$ cat src/design/ldcb_pkg.sv
// package: constants of the per-unit configuration register bank
package ldcb_pkg;
  // ==========================================================
  // bank geometry
  localparam int LDCB_UNITS = 9;
  localparam int LDCB_BASE_REGS = 4;
  localparam logic [7:0] LDCB_KBD_UNIT = 8'h07;
  // ==========================================================
  // index map (values seen on the index port)
  localparam logic [7:0] IDX_UNIT_SEL = 8'h07;
  localparam logic [7:0] IDX_ACTIVATE = 8'h30;
  localparam logic [7:0] IDX_CTRL_LO = 8'h31;
  localparam logic [7:0] IDX_MEMBASE_HI = 8'h5F;
  localparam logic [7:0] IDX_PRI_BASE_HI = 8'h60;
  localparam logic [7:0] IDX_PRI_BASE_LO = 8'h61;
  localparam logic [7:0] IDX_SEC_BASE_HI = 8'h62;
  localparam logic [7:0] IDX_SEC_BASE_LO = 8'h63;
  localparam logic [7:0] IDX_BASE_END = 8'h6F;
  localparam logic [7:0] IDX_PRI_IRQ = 8'h70;
  localparam logic [7:0] IDX_GAP_A = 8'h71;
  localparam logic [7:0] IDX_SEC_IRQ = 8'h72;
  localparam logic [7:0] IDX_GAP_B = 8'h73;
  // ==========================================================
  // field positions and reset values
  localparam int ACT_BIT = 0;
  localparam logic [7:0] BYTE_ZERO = 8'h00;
  localparam logic [7:0] U0_PRI_IRQ_RST = 8'h06;
  localparam logic [7:0] U0_BASE_HI_RST = 8'h03;
  localparam logic [7:0] U0_BASE_LO_RST = 8'hF0;
  // ==========================================================
  // per-unit base address usage and legal window
  localparam logic [8:0] UNIT_USES_PRI = 9'h179;
  localparam logic [8:0] UNIT_USES_SEC = 9'h040;
  localparam logic [15:0] BASE_MIN = 16'h0100;
  localparam logic [15:0] UNIT_BASE_MAX [LDCB_UNITS] = '{
    16'h0FF8, 16'h0FF8, 16'h0FF8, 16'h0FFC, 16'h0FF8,
    16'h0FF8, 16'h0FFE, 16'h0FF8, 16'h0FF8};
  localparam logic [15:0] UNIT_ALIGN [LDCB_UNITS] = '{
    16'h0007, 16'h0007, 16'h0007, 16'h0003, 16'h0007,
    16'h0007, 16'h0001, 16'h0007, 16'h0007};
endpackage

$ cat src/design/ldcb_bank.sv
// per-unit configuration register bank behind the index/data ports
`timescale 1ns/1ps
module ldcb_bank import ldcb_pkg::*; #(
  parameter int UNITS = LDCB_UNITS
) (
  input wire logic clk_i,
  input wire logic rst_i,
  input wire logic standby_supply_powerup_reset_i,
  input wire logic host_bus_reset_i,
  input wire logic soft_reset_i,
  input wire logic config_state_i,
  input wire logic index_wr_i,
  input wire logic data_wr_i,
  input wire logic data_rd_i,
  input wire logic [7:0] wdata_i,
  input wire logic [UNITS-1:0] power_set_i,
  input wire logic [UNITS-1:0] power_clr_i,
  output logic [7:0] rdata_o,
  output logic rvalid_o,
  output logic [UNITS-1:0] unit_active_o,
  output logic [UNITS-1:0] unit_decode_en_o,
  output logic [UNITS*8-1:0] unit_irq_sel_o,
  output logic [7:0] kbd_irq_sec_o,
  output logic [UNITS*32-1:0] unit_base_o
);
  // ==========================================================
  // elaboration check: tables in the package are sized for nine
  if (UNITS != LDCB_UNITS) begin : g_bad_units
    $error("ldcb_bank: UNITS must match the package tables");
  end

  localparam int DEPTH = UNITS * LDCB_BASE_REGS;
  localparam int AW = $clog2(DEPTH);

  // ==========================================================
  // state
  typedef struct packed {
    logic [7:0] index;            // last value on the index port
    logic [7:0] unit;             // unit selector
    logic [UNITS-1:0] act;        // activate / power bits
    logic [UNITS-1:0][7:0] irq;   // primary irq select per unit
    logic [7:0] irq_sec;          // keyboard second irq select
    logic rd_pend;                // read waits for memory data
    logic [7:0] rd_idx;           // index of pending read
    logic [7:0] rd_unit;          // unit of pending read
    logic [7:0] rdata;            // read answer
    logic rvalid;                 // read answer strobe
    logic [UNITS-1:0] dec_en;     // unit may decode its ports
  } ldcb_state_s;
  ldcb_state_s st_reg;
  ldcb_state_s st_next;

  logic clr_all;            // any of the bank reset sources
  logic take_wr;            // data write accepted
  logic take_rd;            // data read accepted
  logic sel_ok;             // selector names an existing unit
  logic [3:0] uidx;         // selector clipped to array width
  logic base_hit;           // index in 0x60-0x63
  logic base_used;          // selected unit owns that base byte
  logic mem_we;
  logic [AW-1:0] mem_waddr;
  logic [AW-1:0] mem_raddr;
  logic [7:0] mem_rdata;
  logic [DEPTH*8-1:0] mem_all;
  logic [UNITS-1:0] pri_ok;  // primary base within window
  logic rd_sel_ok;
  logic [3:0] rd_uidx;
  logic rd_used;

  // ==========================================================
  // access qualification
  always_comb begin
    // soft, standby and host bus resets all reload the bank
    clr_all = standby_supply_powerup_reset_i | host_bus_reset_i |
              soft_reset_i;
    take_wr = data_wr_i & config_state_i;
    take_rd = data_rd_i & config_state_i;
    sel_ok = 32'(st_reg.unit) < UNITS;
    uidx = sel_ok ? st_reg.unit[3:0] : 4'h0;
    base_hit = (st_reg.index >= IDX_PRI_BASE_HI) &&
               (st_reg.index <= IDX_SEC_BASE_LO);
    // low index bit picks high or low byte, bit 1 picks the pair
    base_used = sel_ok && (st_reg.index[1] ? UNIT_USES_SEC[uidx] :
                UNIT_USES_PRI[uidx]);
    mem_we = take_wr && base_hit && base_used;
    mem_waddr = AW'({uidx, st_reg.index[1:0]});
    mem_raddr = mem_waddr;
    rd_sel_ok = 32'(st_reg.rd_unit) < UNITS;
    rd_uidx = rd_sel_ok ? st_reg.rd_unit[3:0] : 4'h0;
    rd_used = rd_sel_ok && (st_reg.rd_idx[1] ?
              UNIT_USES_SEC[rd_uidx] : UNIT_USES_PRI[rd_uidx]);
  end

  // ==========================================================
  // base address store, registered read
  ldcb_base_mem #(
    .DEPTH(DEPTH),
    .AW(AW)
  ) u_mem (
    .clk_i(clk_i),
    .rst_i(rst_i),
    .clr_i(clr_all),
    .we_i(mem_we),
    .waddr_i(mem_waddr),
    .wdata_i(wdata_i),
    .raddr_i(mem_raddr),
    .rdata_o(mem_rdata),
    .all_o(mem_all)
  );

  // ==========================================================
  // window check of each unit's primary base
  genvar gi;
  generate
    for (gi = 0; gi < UNITS; gi++) begin : g_unit
      ldcb_range_chk u_chk (
        .base_i({mem_all[(gi*4)*8 +: 8], mem_all[(gi*4+1)*8 +: 8]}),
        .max_i(UNIT_BASE_MAX[gi]),
        .align_i(UNIT_ALIGN[gi]),
        .ok_o(pri_ok[gi])
      );
      assign unit_irq_sel_o[gi*8 +: 8] = st_reg.irq[gi];
    end
  endgenerate

  // ==========================================================
  // next state
  always_comb begin
    st_next = st_reg;
    st_next.rvalid = 1'b0;
    st_next.rd_pend = take_rd;
    if (config_state_i && index_wr_i) begin
      st_next.index = wdata_i;
    end
    // register writes through the data port
    if (take_wr) begin
      unique case (st_reg.index)
        IDX_UNIT_SEL: begin
          st_next.unit = wdata_i;
        end
        IDX_ACTIVATE: begin
          // upper bits are reserved and simply not stored
          if (sel_ok) begin
            st_next.act[uidx] = wdata_i[ACT_BIT];
          end
        end
        IDX_PRI_IRQ: begin
          if (sel_ok) begin
            st_next.irq[uidx] = wdata_i;
          end
        end
        IDX_SEC_IRQ: begin
          if (st_reg.unit == LDCB_KBD_UNIT) begin
            st_next.irq_sec = wdata_i;
          end
        end
        // reserved, unused and unimplemented indexes drop writes
        default: begin
        end
      endcase
    end
    // power bit and activate bit are one flop, so either sets both
    st_next.act = (st_next.act & ~power_clr_i) | power_set_i;
    // read capture; the memory answers one cycle later
    if (take_rd) begin
      st_next.rd_idx = st_reg.index;
      st_next.rd_unit = st_reg.unit;
    end
    if (st_reg.rd_pend) begin
      st_next.rvalid = 1'b1;
      st_next.rdata = BYTE_ZERO;
      if (st_reg.rd_idx == IDX_UNIT_SEL) begin
        st_next.rdata = st_reg.rd_unit;
      end else if (rd_sel_ok) begin
        if (st_reg.rd_idx == IDX_ACTIVATE) begin
          st_next.rdata[ACT_BIT] = st_reg.act[rd_uidx];
        end else if ((st_reg.rd_idx >= IDX_PRI_BASE_HI) &&
                     (st_reg.rd_idx <= IDX_SEC_BASE_LO) && rd_used) begin
          st_next.rdata = mem_rdata;
        end else if (st_reg.rd_idx == IDX_PRI_IRQ) begin
          st_next.rdata = st_reg.irq[rd_uidx];
        end else if (st_reg.rd_idx == IDX_SEC_IRQ &&
                     st_reg.rd_unit == LDCB_KBD_UNIT) begin
          st_next.rdata = st_reg.irq_sec;
        end
      end
    end
    // a unit without a relocatable base decodes on activate alone
    st_next.dec_en = st_reg.act & (~UNIT_USES_PRI | pri_ok);
    // bank reset sources; the selector survives a soft reset
    if (clr_all) begin
      st_next.act = '0;
      st_next.irq = '0;
      // zero select code means edge triggered, active high
      st_next.irq[0] = U0_PRI_IRQ_RST;
      st_next.irq_sec = BYTE_ZERO;
      if (host_bus_reset_i) begin
        st_next.unit = BYTE_ZERO;
        st_next.index = BYTE_ZERO;
      end
    end
  end

  // ==========================================================
  // register
  always_ff @(posedge clk_i) begin
    if (rst_i) begin
      st_reg <= '0;
      st_reg.irq[0] <= U0_PRI_IRQ_RST;
    end else begin
      st_reg <= st_next;
    end
  end

  // ==========================================================
  // outputs, all from flops
  always_comb begin
    rdata_o = st_reg.rdata;
    rvalid_o = st_reg.rvalid;
    unit_active_o = st_reg.act;
    unit_decode_en_o = st_reg.dec_en;
    kbd_irq_sec_o = st_reg.irq_sec;
    unit_base_o = mem_all;
  end

  logic [7:0] past_unit;
  logic past_any_pwr;
  logic [AW-1:0] past_waddr; // base byte address of last cycle
  always_ff @(posedge clk_i) begin
    past_unit <= st_reg.unit;
    past_waddr <= mem_waddr;
    past_any_pwr <= (|power_set_i) | (|power_clr_i) | clr_all;
  end
endmodule

$ cat src/design/ldcb_base_mem.sv
// base address byte store: one entry per unit and base byte
`timescale 1ns/1ps
module ldcb_base_mem import ldcb_pkg::*; #(
  parameter int DEPTH = LDCB_UNITS * LDCB_BASE_REGS,
  parameter int AW = $clog2(DEPTH)
) (
  input wire logic clk_i,
  input wire logic rst_i,
  input wire logic clr_i,
  input wire logic we_i,
  input wire logic [AW-1:0] waddr_i,
  input wire logic [7:0] wdata_i,
  input wire logic [AW-1:0] raddr_i,
  output logic [7:0] rdata_o,
  output logic [DEPTH*8-1:0] all_o
);
  // ==========================================================
  // state
  typedef struct packed {
    logic [DEPTH-1:0][7:0] mem; // stored base bytes
    logic [7:0] rd;             // registered read data
  } ldcb_mem_s;
  ldcb_mem_s st_reg;
  ldcb_mem_s st_next;

  // ==========================================================
  // next state: clear to defaults, else one write
  always_comb begin
    st_next = st_reg;
    st_next.rd = st_reg.mem[raddr_i];
    if (clr_i) begin
      // every reset source clears the bases; unit 0 has its own pair
      st_next.mem = '0;
      st_next.mem[0] = U0_BASE_HI_RST;
      st_next.mem[1] = U0_BASE_LO_RST;
    end else if (we_i && (32'(waddr_i) < DEPTH)) begin
      st_next.mem[waddr_i] = wdata_i;
    end
  end

  // ==========================================================
  // register
  always_ff @(posedge clk_i) begin
    if (rst_i) begin
      st_reg <= '0;
      st_reg.mem[0] <= U0_BASE_HI_RST;
      st_reg.mem[1] <= U0_BASE_LO_RST;
    end else begin
      st_reg <= st_next;
    end
  end

  assign rdata_o = st_reg.rd;
  assign all_o = st_reg.mem;
endmodule

$ cat src/design/ldcb_range_chk.sv
// checks one base address against a unit's legal window
`timescale 1ns/1ps
module ldcb_range_chk import ldcb_pkg::*; (
  input wire logic [15:0] base_i,
  input wire logic [15:0] max_i,
  input wire logic [15:0] align_i,
  output logic ok_o
);
  // ==========================================================
  // inside [min, max] and on the unit's boundary
  always_comb begin
    ok_o = (base_i >= BASE_MIN) && (base_i <= max_i) &&
           ((base_i & align_i) == 16'h0000);
  end
endmodule

$ cat config.mk
export PLATFORM = sky130hd
export DESIGN_NAME = ldcb_bank
export DESIGN_NICKNAME = d
export VERILOG_FILES = /design/src/design/ldcb_pkg.sv /design/src/design/ldcb_bank.sv /design/src/design/ldcb_base_mem.sv /design/src/design/ldcb_range_chk.sv
export SDC_FILE = /design/constraint.sdc
export NUM_CORES = 1
export LEC_CHECK = 0
export BUFFER_PORTS_ARGS = -buffer_cell sky130_fd_sc_hd__clkbuf_2
export CORE_ASPECT_RATIO = 1.2
export CORE_MARGIN = 2
export CORE_UTILIZATION = 30
export CTS_CLUSTER_SIZE = 14
export DETAILED_ROUTE_END_ITERATION = 10
export GPL_TIMING_DRIVEN = 0
export PLACE_DENSITY = 0.54
export SETUP_SLACK_MARGIN = 0.2
export SLEW_MARGIN = 20
export SYNTH_ARGS = -nofsm -noshare
export SYNTH_HDL_FRONTEND = slang
export SYNTH_SLANG_ARGS = --single-unit
export TNS_END_PERCENT = 30
$ cat constraint.sdc
create_clock -name clk_i -period 5 [get_ports clk_i]
set_input_delay 0.75 -clock clk_i [delete_from_list [all_inputs] [get_ports clk_i]]
set_output_delay 0.75 -clock clk_i [all_outputs]
set_load 0.03 [all_outputs]
Word level (Yosys, flattened, before mapping)

Memories as Yosys holds them, arrays and structs flattened.
Cells that the tools add are included.

$lt $le $gt $ge: 24
Equal/unequal tests: 10
Mux-type cells: 42
Bitwise gates (word level): 8
Reduce and logical (&&, ||, !) cells: 33

Operator list:

| cell                                                                                | count |
|---|---|
| 288-bit bitwise mux                                                                 | 1 |
| 72-bit 2-to-1 mux                                                                   | 2 |
| 105-bit 2-to-1 mux                                                                  | 1 |
| 8-bit 2-to-1 mux                                                                    | 13 |
| 97-bit 2-to-1 mux                                                                   | 1 |
| 16-bit by 9-bit >= comparator with 1-bit output (second input constant)             | 6 |
| 16-bit by 12-bit less-or-equal comparator with 1-bit output (second input constant) | 6 |
| 16-bit logical NOT                                                                  | 6 |
| 72-bit bitwise mux                                                                  | 1 |
| 8-bit binary-select mux with 6-bit select                                           | 1 |
| 8-bit demux with 6-bit select                                                       | 1 |
| 8-bit binary-select mux with 4-bit select                                           | 1 |
| 8-bit demux with 4-bit select                                                       | 1 |
| 8-bit by 3-bit == test with 1-bit output (second input constant)                    | 4 |
| 8-bit by 7-bit == test with 1-bit output (second input constant)                    | 4 |
| 1-bit logical AND                                                                   | 24 |
| 9-bit AND                                                                           | 2 |
| 9-bit 2-to-1 mux                                                                    | 2 |
| 8-bit by 6-bit == test with 1-bit output (second input constant)                    | 2 |
| 8-bit by 7-bit >= comparator with 1-bit output (second input constant)              | 2 |
| 8-bit by 7-bit less-or-equal comparator with 1-bit output (second input constant)   | 2 |
| 8-bit by 4-bit < comparator with 1-bit output (second input constant)               | 2 |
| 16-bit 2-to-1 mux                                                                   | 1 |
| 4-bit by 5-bit < comparator with 1-bit output (second input constant)               | 2 |
| 16 further kinds                                                                    | 29 |

Register bits: 436
Bits in read-only memories: 64
Bits of input ports: 35
Output and inout bits: 395
Logic and storage cells: 177
Memories kept: 4

Memory list:

| memory           | depth | bits a word | read ports | clocked after memory_dff | write ports | RTL line        | RTL |
|---|---|---|---|---|---|---|---|
| (name not given) | 16    | 1           | 1          | 0                        | 0           | ldcb_bank.sv:91 | `UNIT_USES_SEC[rd_uidx] : UNIT_USES_PRI[rd_uidx]);` |
| (name not given) | 16    | 1           | 1          | 0                        | 0           | ldcb_bank.sv:91 |  |
| (name not given) | 16    | 1           | 1          | 0                        | 0           | ldcb_bank.sv:84 | `UNIT_USES_PRI[uidx]);` |
| (name not given) | 16    | 1           | 1          | 0                        | 0           | ldcb_bank.sv:83 | `base_used = sel_ok && (st_reg.index[1] ? UNIT_USES_SEC[uidx] :` |

Logic depth before layout (Yosys ltp)

Word-level depth: 13
Mapped depth: 9

Hierarchy

From an unflattened synthesis, not the netlist that was laid out.

Cells, all modules: 2728
Area total of the unflattened synthesis: 23602.6 um2

By module, submodules not included:

| module         | instances | cells each | area each (um2) | sequential area each (um2) |
|---|---|---|---|---|
| ldcb_base_mem  | 1         | 1380       | 13057.5         | 5925.7 |
| ldcb_bank      | 1         | 940        | 7572.3          | 2802.7 |
| ldcb_range_chk | 6         | 68         | 495.5           | 0.0 |

Worst setup path after synthesis

OpenSTA, ideal clock, no wires.

Kind: input -> register
Start point: input config_state_i
End point: register st_reg (netlist bit unit_irq_sel_o[63])
Library setup time: 0.128 ns
Data arrival time: 2.609 ns
Data required time: 4.872 ns
Setup slack: 2.263 ns
Cell stages on the path: 7
Buffers on the path: 1
Cell sequence: nor4bb_1 -> nand4b_1 -> or3_1 -> buf_6 -> nor3_4 -> mux2i_1 -> nor2_1

Cells in the longest elaborated chain, start to end: 2

Ends and longest elaborated chain:

| item                                 | RTL line         | RTL |
|---|---|---|
| start: declaration                   | ldcb_bank.sv:11  | `input wire logic config_state_i,` |
| 1-bit AND                            | ldcb_bank.sv:76  | `take_wr = data_wr_i & config_state_i;` |
| 3-bit AND reduction (no source line) | --               |  |
| end signal: assignment               | ldcb_bank.sv:211 | `st_reg <= st_next;` |
| end: declaration                     | ldcb_bank.sv:50  | `ldcb_state_s st_reg;` |

Every way passes these cells.
A chain may end at the register's enable or synchronous reset.

Worst setup path after layout

Start point: register st_reg (netlist bit mem_raddr[1])
End point: register u_mem.st_reg (netlist bit u_mem.rdata_o[2])

Cells in the longest elaborated chain, start to end: 2

Ends and longest elaborated chain:

| item                                      | RTL line            | RTL |
|---|---|---|
| 8-bit binary-select mux with 6-bit select | ldcb_base_mem.sv:30 | `st_next.rd = st_reg.mem[raddr_i];` |
| 8-bit 2-to-1 mux (not written as such)    | ldcb_base_mem.sv:30 |  |
| end signal: assignment                    | ldcb_base_mem.sv:49 | `st_reg <= st_next;` |
| end: declaration                          | ldcb_base_mem.sv:23 | `ldcb_mem_s st_reg;` |

Every way passes these cells. The select of a mux whose other input is x is not followed.

==> results.py <==
metrics = {
    "logic_synthesis": {
        "yosysWarnings": 0,
        "syn_area_per_cell_um2": 9.81,
        "yosysUniqueCellTypes": 68,
        "yosys.area.top_type": "dfxtp_1",
        "ys_top_cells_by_area": "dfxtp_1 47%, mux2i_1 9.2%, mux4_2 8.5%",
        "synthesis.nets": 1930,
        "synth-seq-area-share": 0.469,
        "syn_area_um2": 18600,
        "synth-edff-count": 0,
        "synth_ff_type": "dfxtp_1",
        "ys_seq_elements": 436,
        "yosysTopAreaCellShare": 0.469,
        "synthArstFlopShare": 0,
        "synthCells": 1895,
    },
    "sta": {
        "tns_ns": 0,
        "finalWorstSetupSlack_ns": 1.27,
        "relSlewSlack": 0.180,
        "setup_violations": 0,
        "hold_viol_final": 0,
        "clock_skew_ns": 0.0164,
        "drv_slew": 0,
        "period_share": 0.745,
        "tightest_slew_ns": 1.23,
        "clock.fmax_ghz": 0.268,
        "rsz0062_at_grt": "false",
        "min_period_ns": 3.73,
    },
    "route": {
        "drc": 0,
        "drt_iter0_markers": 1284,
        "drtPass1Iterations": 8,
        "via_count": 16500,
        "vias_per_cell": 5.11,
        "drt-total-wl_mm": 82.1,
        "drt-wirelength-per-cell_um": 25.5,
        "postRouteAntennaNets": 0,
    },
    "floorplanning": {
        "coreArea_um2": 61700,
        "start_util": 0.302,
        "num_rows": 100,
        "die_h_um": 277,
        "ioPinCount": 430,
        "dieArea_um2": 64000,
        "die_x_um": 231,
    },
    "critical_path": {
        "worst-path-max-fanout": 10,
        "worstSetupPathType": "flop to flop",
        "r2r_setup_slack_ns": 1.27,
        "cp.arrival_ns": 4.21,
        "startpoint_type": "flop",
        "end_kind": "flop",
        "worst_ep_required_time_ns": 5.48,
    },
    "global_routing": {
        "grt.total_usage": 0.251,
        "grt_max_degree": 14,
        "grt_pass1_vias": 16400,
        "gr-total-overflow": 0,
        "antenna_found_initial": 7,
        "grt_pass1_wl_mm": 117,
    },
    "cells_and_area": {
        "largest_reg_flops": 288,
        "mostFrequentLayoutCell": "dfxtp_1",
        "multi_input_area_um2": 8510,
        "syn2layout_area_growth_pct": 25.5,
        "n_fill_cell": 6285,
        "final_nets": 2402,
        "seq_area_um2": 8730,
        "final_cell_mix": "436 x dfxtp_1, 427 x clkbuf_2, 183 x and2_1, 181 x nand2_1, 171 x mux2i_1",
        "drive_above_1_share": 0.300,
    },
    "power_and_ir_drop": {
        "combPwrFrac": 0.028,
        "swShare": 0.230,
        "pwr-share-seq": 0.477,
        "p_switching_mw": 1.68,
        "power_leakage_nw": 9.85,
        "powerDensity_nw_per_um2": 313,
        "p_int_mw": 5.63,
        "power_frac_clock": 0.495,
        "peakVddDrop_mv": 0.239,
    },
    "cts": {
        "cts-resized-gates": 0,
        "hold_buffers": 0,
        "cts_setup_buffers": 0,
        "clkTransAtPathRegs_ns": 0.07,
        "clockBufferDepth": 3,
        "cts_htree_levels": 2,
        "clockRootBuffer": "clkbuf_16",
        "clkLatencyLatePin_ns": 0.60,
        "cts_sinks": 436,
        "tritoncts": "built",
        "cts_buffers": 46,
    },
    "place": {
        "gp_congestion": 0.938,
        "place_hpwl_mm": 64.8,
        "io_buffers": 424,
        "pre_cts_slack_ns": 1.06,
    },
    "job": {
        "drv_cap": 0,
    },
    "hold_path": {
        "min_path_type": "primary input to flop",
    },
    "status": {
        "status": "finished, final reports clean",
    },
}
-- metal layers --
metal | up-vias | global-route usage | share of wire | routed length, um
met4 | 10 | 0.131 | 0.057 | 4700
met2 | 725 | 0.415 | 0.47 | 38700
met1 | 8076 | 0.302 | 0.39 | 32300
met5 | - | 0 | 0.00082 | 67
met3 | 193 | 0.0590 | 0.076 | 6280
li1 | 7449 | - | - | -
-- synth_stat cells (4+ instances only) --
cell type	instances
or4_1	5
and2_1	183
buf_2	11
mux2i_1	171
nand2b_1	7
nand4_1	7
nor3b_1	7
o221ai_1	4
o21ai_0	59
mux2_2	4
clkbuf_1	110
a31oi_1	5
or3_1	5
a21o_1	6
nor3_1	25
dfxtp_1	436
a21oi_1	74
nand2_1	181
buf_4	106
nor2b_1	10
inv_1	10
nand3_1	124
a2111oi_0	4
nor2_1	150
mux4_2	70
a211oi_1	5
buf_1	9
nor4_1	14
o31ai_1	8
o21a_1	7
a22oi_1	7
-- cell type report --
cell class | instances | area share
well taps | 816 | 0.0437
repair buffers | 424 | 0.0909
inverters | 10 | 0.00161
diodes | 1 | 0.000107
clock buffers | 68 | 0.0580
clock inverters | 18 | 0.0101
multi-input cells | 1210 | 0.365
plain buffers | 239 | 0.0569
flip-flops and latches | 436 | 0.374
-- per-stage QoR --
step	total power [mW]	instance area [um^2]	hold slack, ns	cells	util
3_5_place_dp	3.77	21700	0.460	3135	0.352
2_1_floorplan	3.66	18600	0.440	1895	-
5_1_grt	7.52	23300	0.354	3221	0.378
6_report	7.31	23300	0.349	3222	0.378
4_1_cts	7.37	23300	0.327	3221	0.378
3_3_place_gp	3.77	21700	0.457	3135	0.352
-- power groups by stage --
stage | Sequential, mW | Combinational (mW) | Clock (mW)
floorplan | 3.56 | 0.0984 | 0
global placement | 3.57 | 0.201 | 0
detailed placement | 3.57 | 0.202 | 0
CTS | 3.49 | 0.203 | 3.68
global route | 3.49 | 0.213 | 3.82
finish | 3.49 | 0.203 | 3.62
-- path summary, 6_finish.rpt --
check	start	end	cells past startpoint
worst max register to register	mem_raddr[1]	u_mem.rdata_o[2]	8
worst max-delay path	mem_raddr[1]	u_mem.rdata_o[2]	8
worst min register to register	st_reg[29]	st_reg[29]	2
worst min-delay path	power_set_i[4]	unit_active_o[4]	3
-- critical path: stages, from the launching register on --
cell and delay (ns):
dfxtp_1 0.31, clkbuf_1 0.46, buf_1 0.71, clkbuf_1 0.83, mux4_2 0.45, mux2i_1 0.45
nand2_1 0.17, nand3_1 0.13, nand3_1 0.09
-- logic make-up after synthesis --
logic type / Yosys count / synth area share
and+or+nand+nor: 758 / 0.210
muxes: 245 / 0.179
DFF: 436 / 0.469
AOI/OAI and AO/OA: 206 / 0.0682
xor gates and xnor gates: 1 / 0.000471
buffers and inverters: 249 / 0.0733
Note: power is estimated with default switching activity, not from simulation.
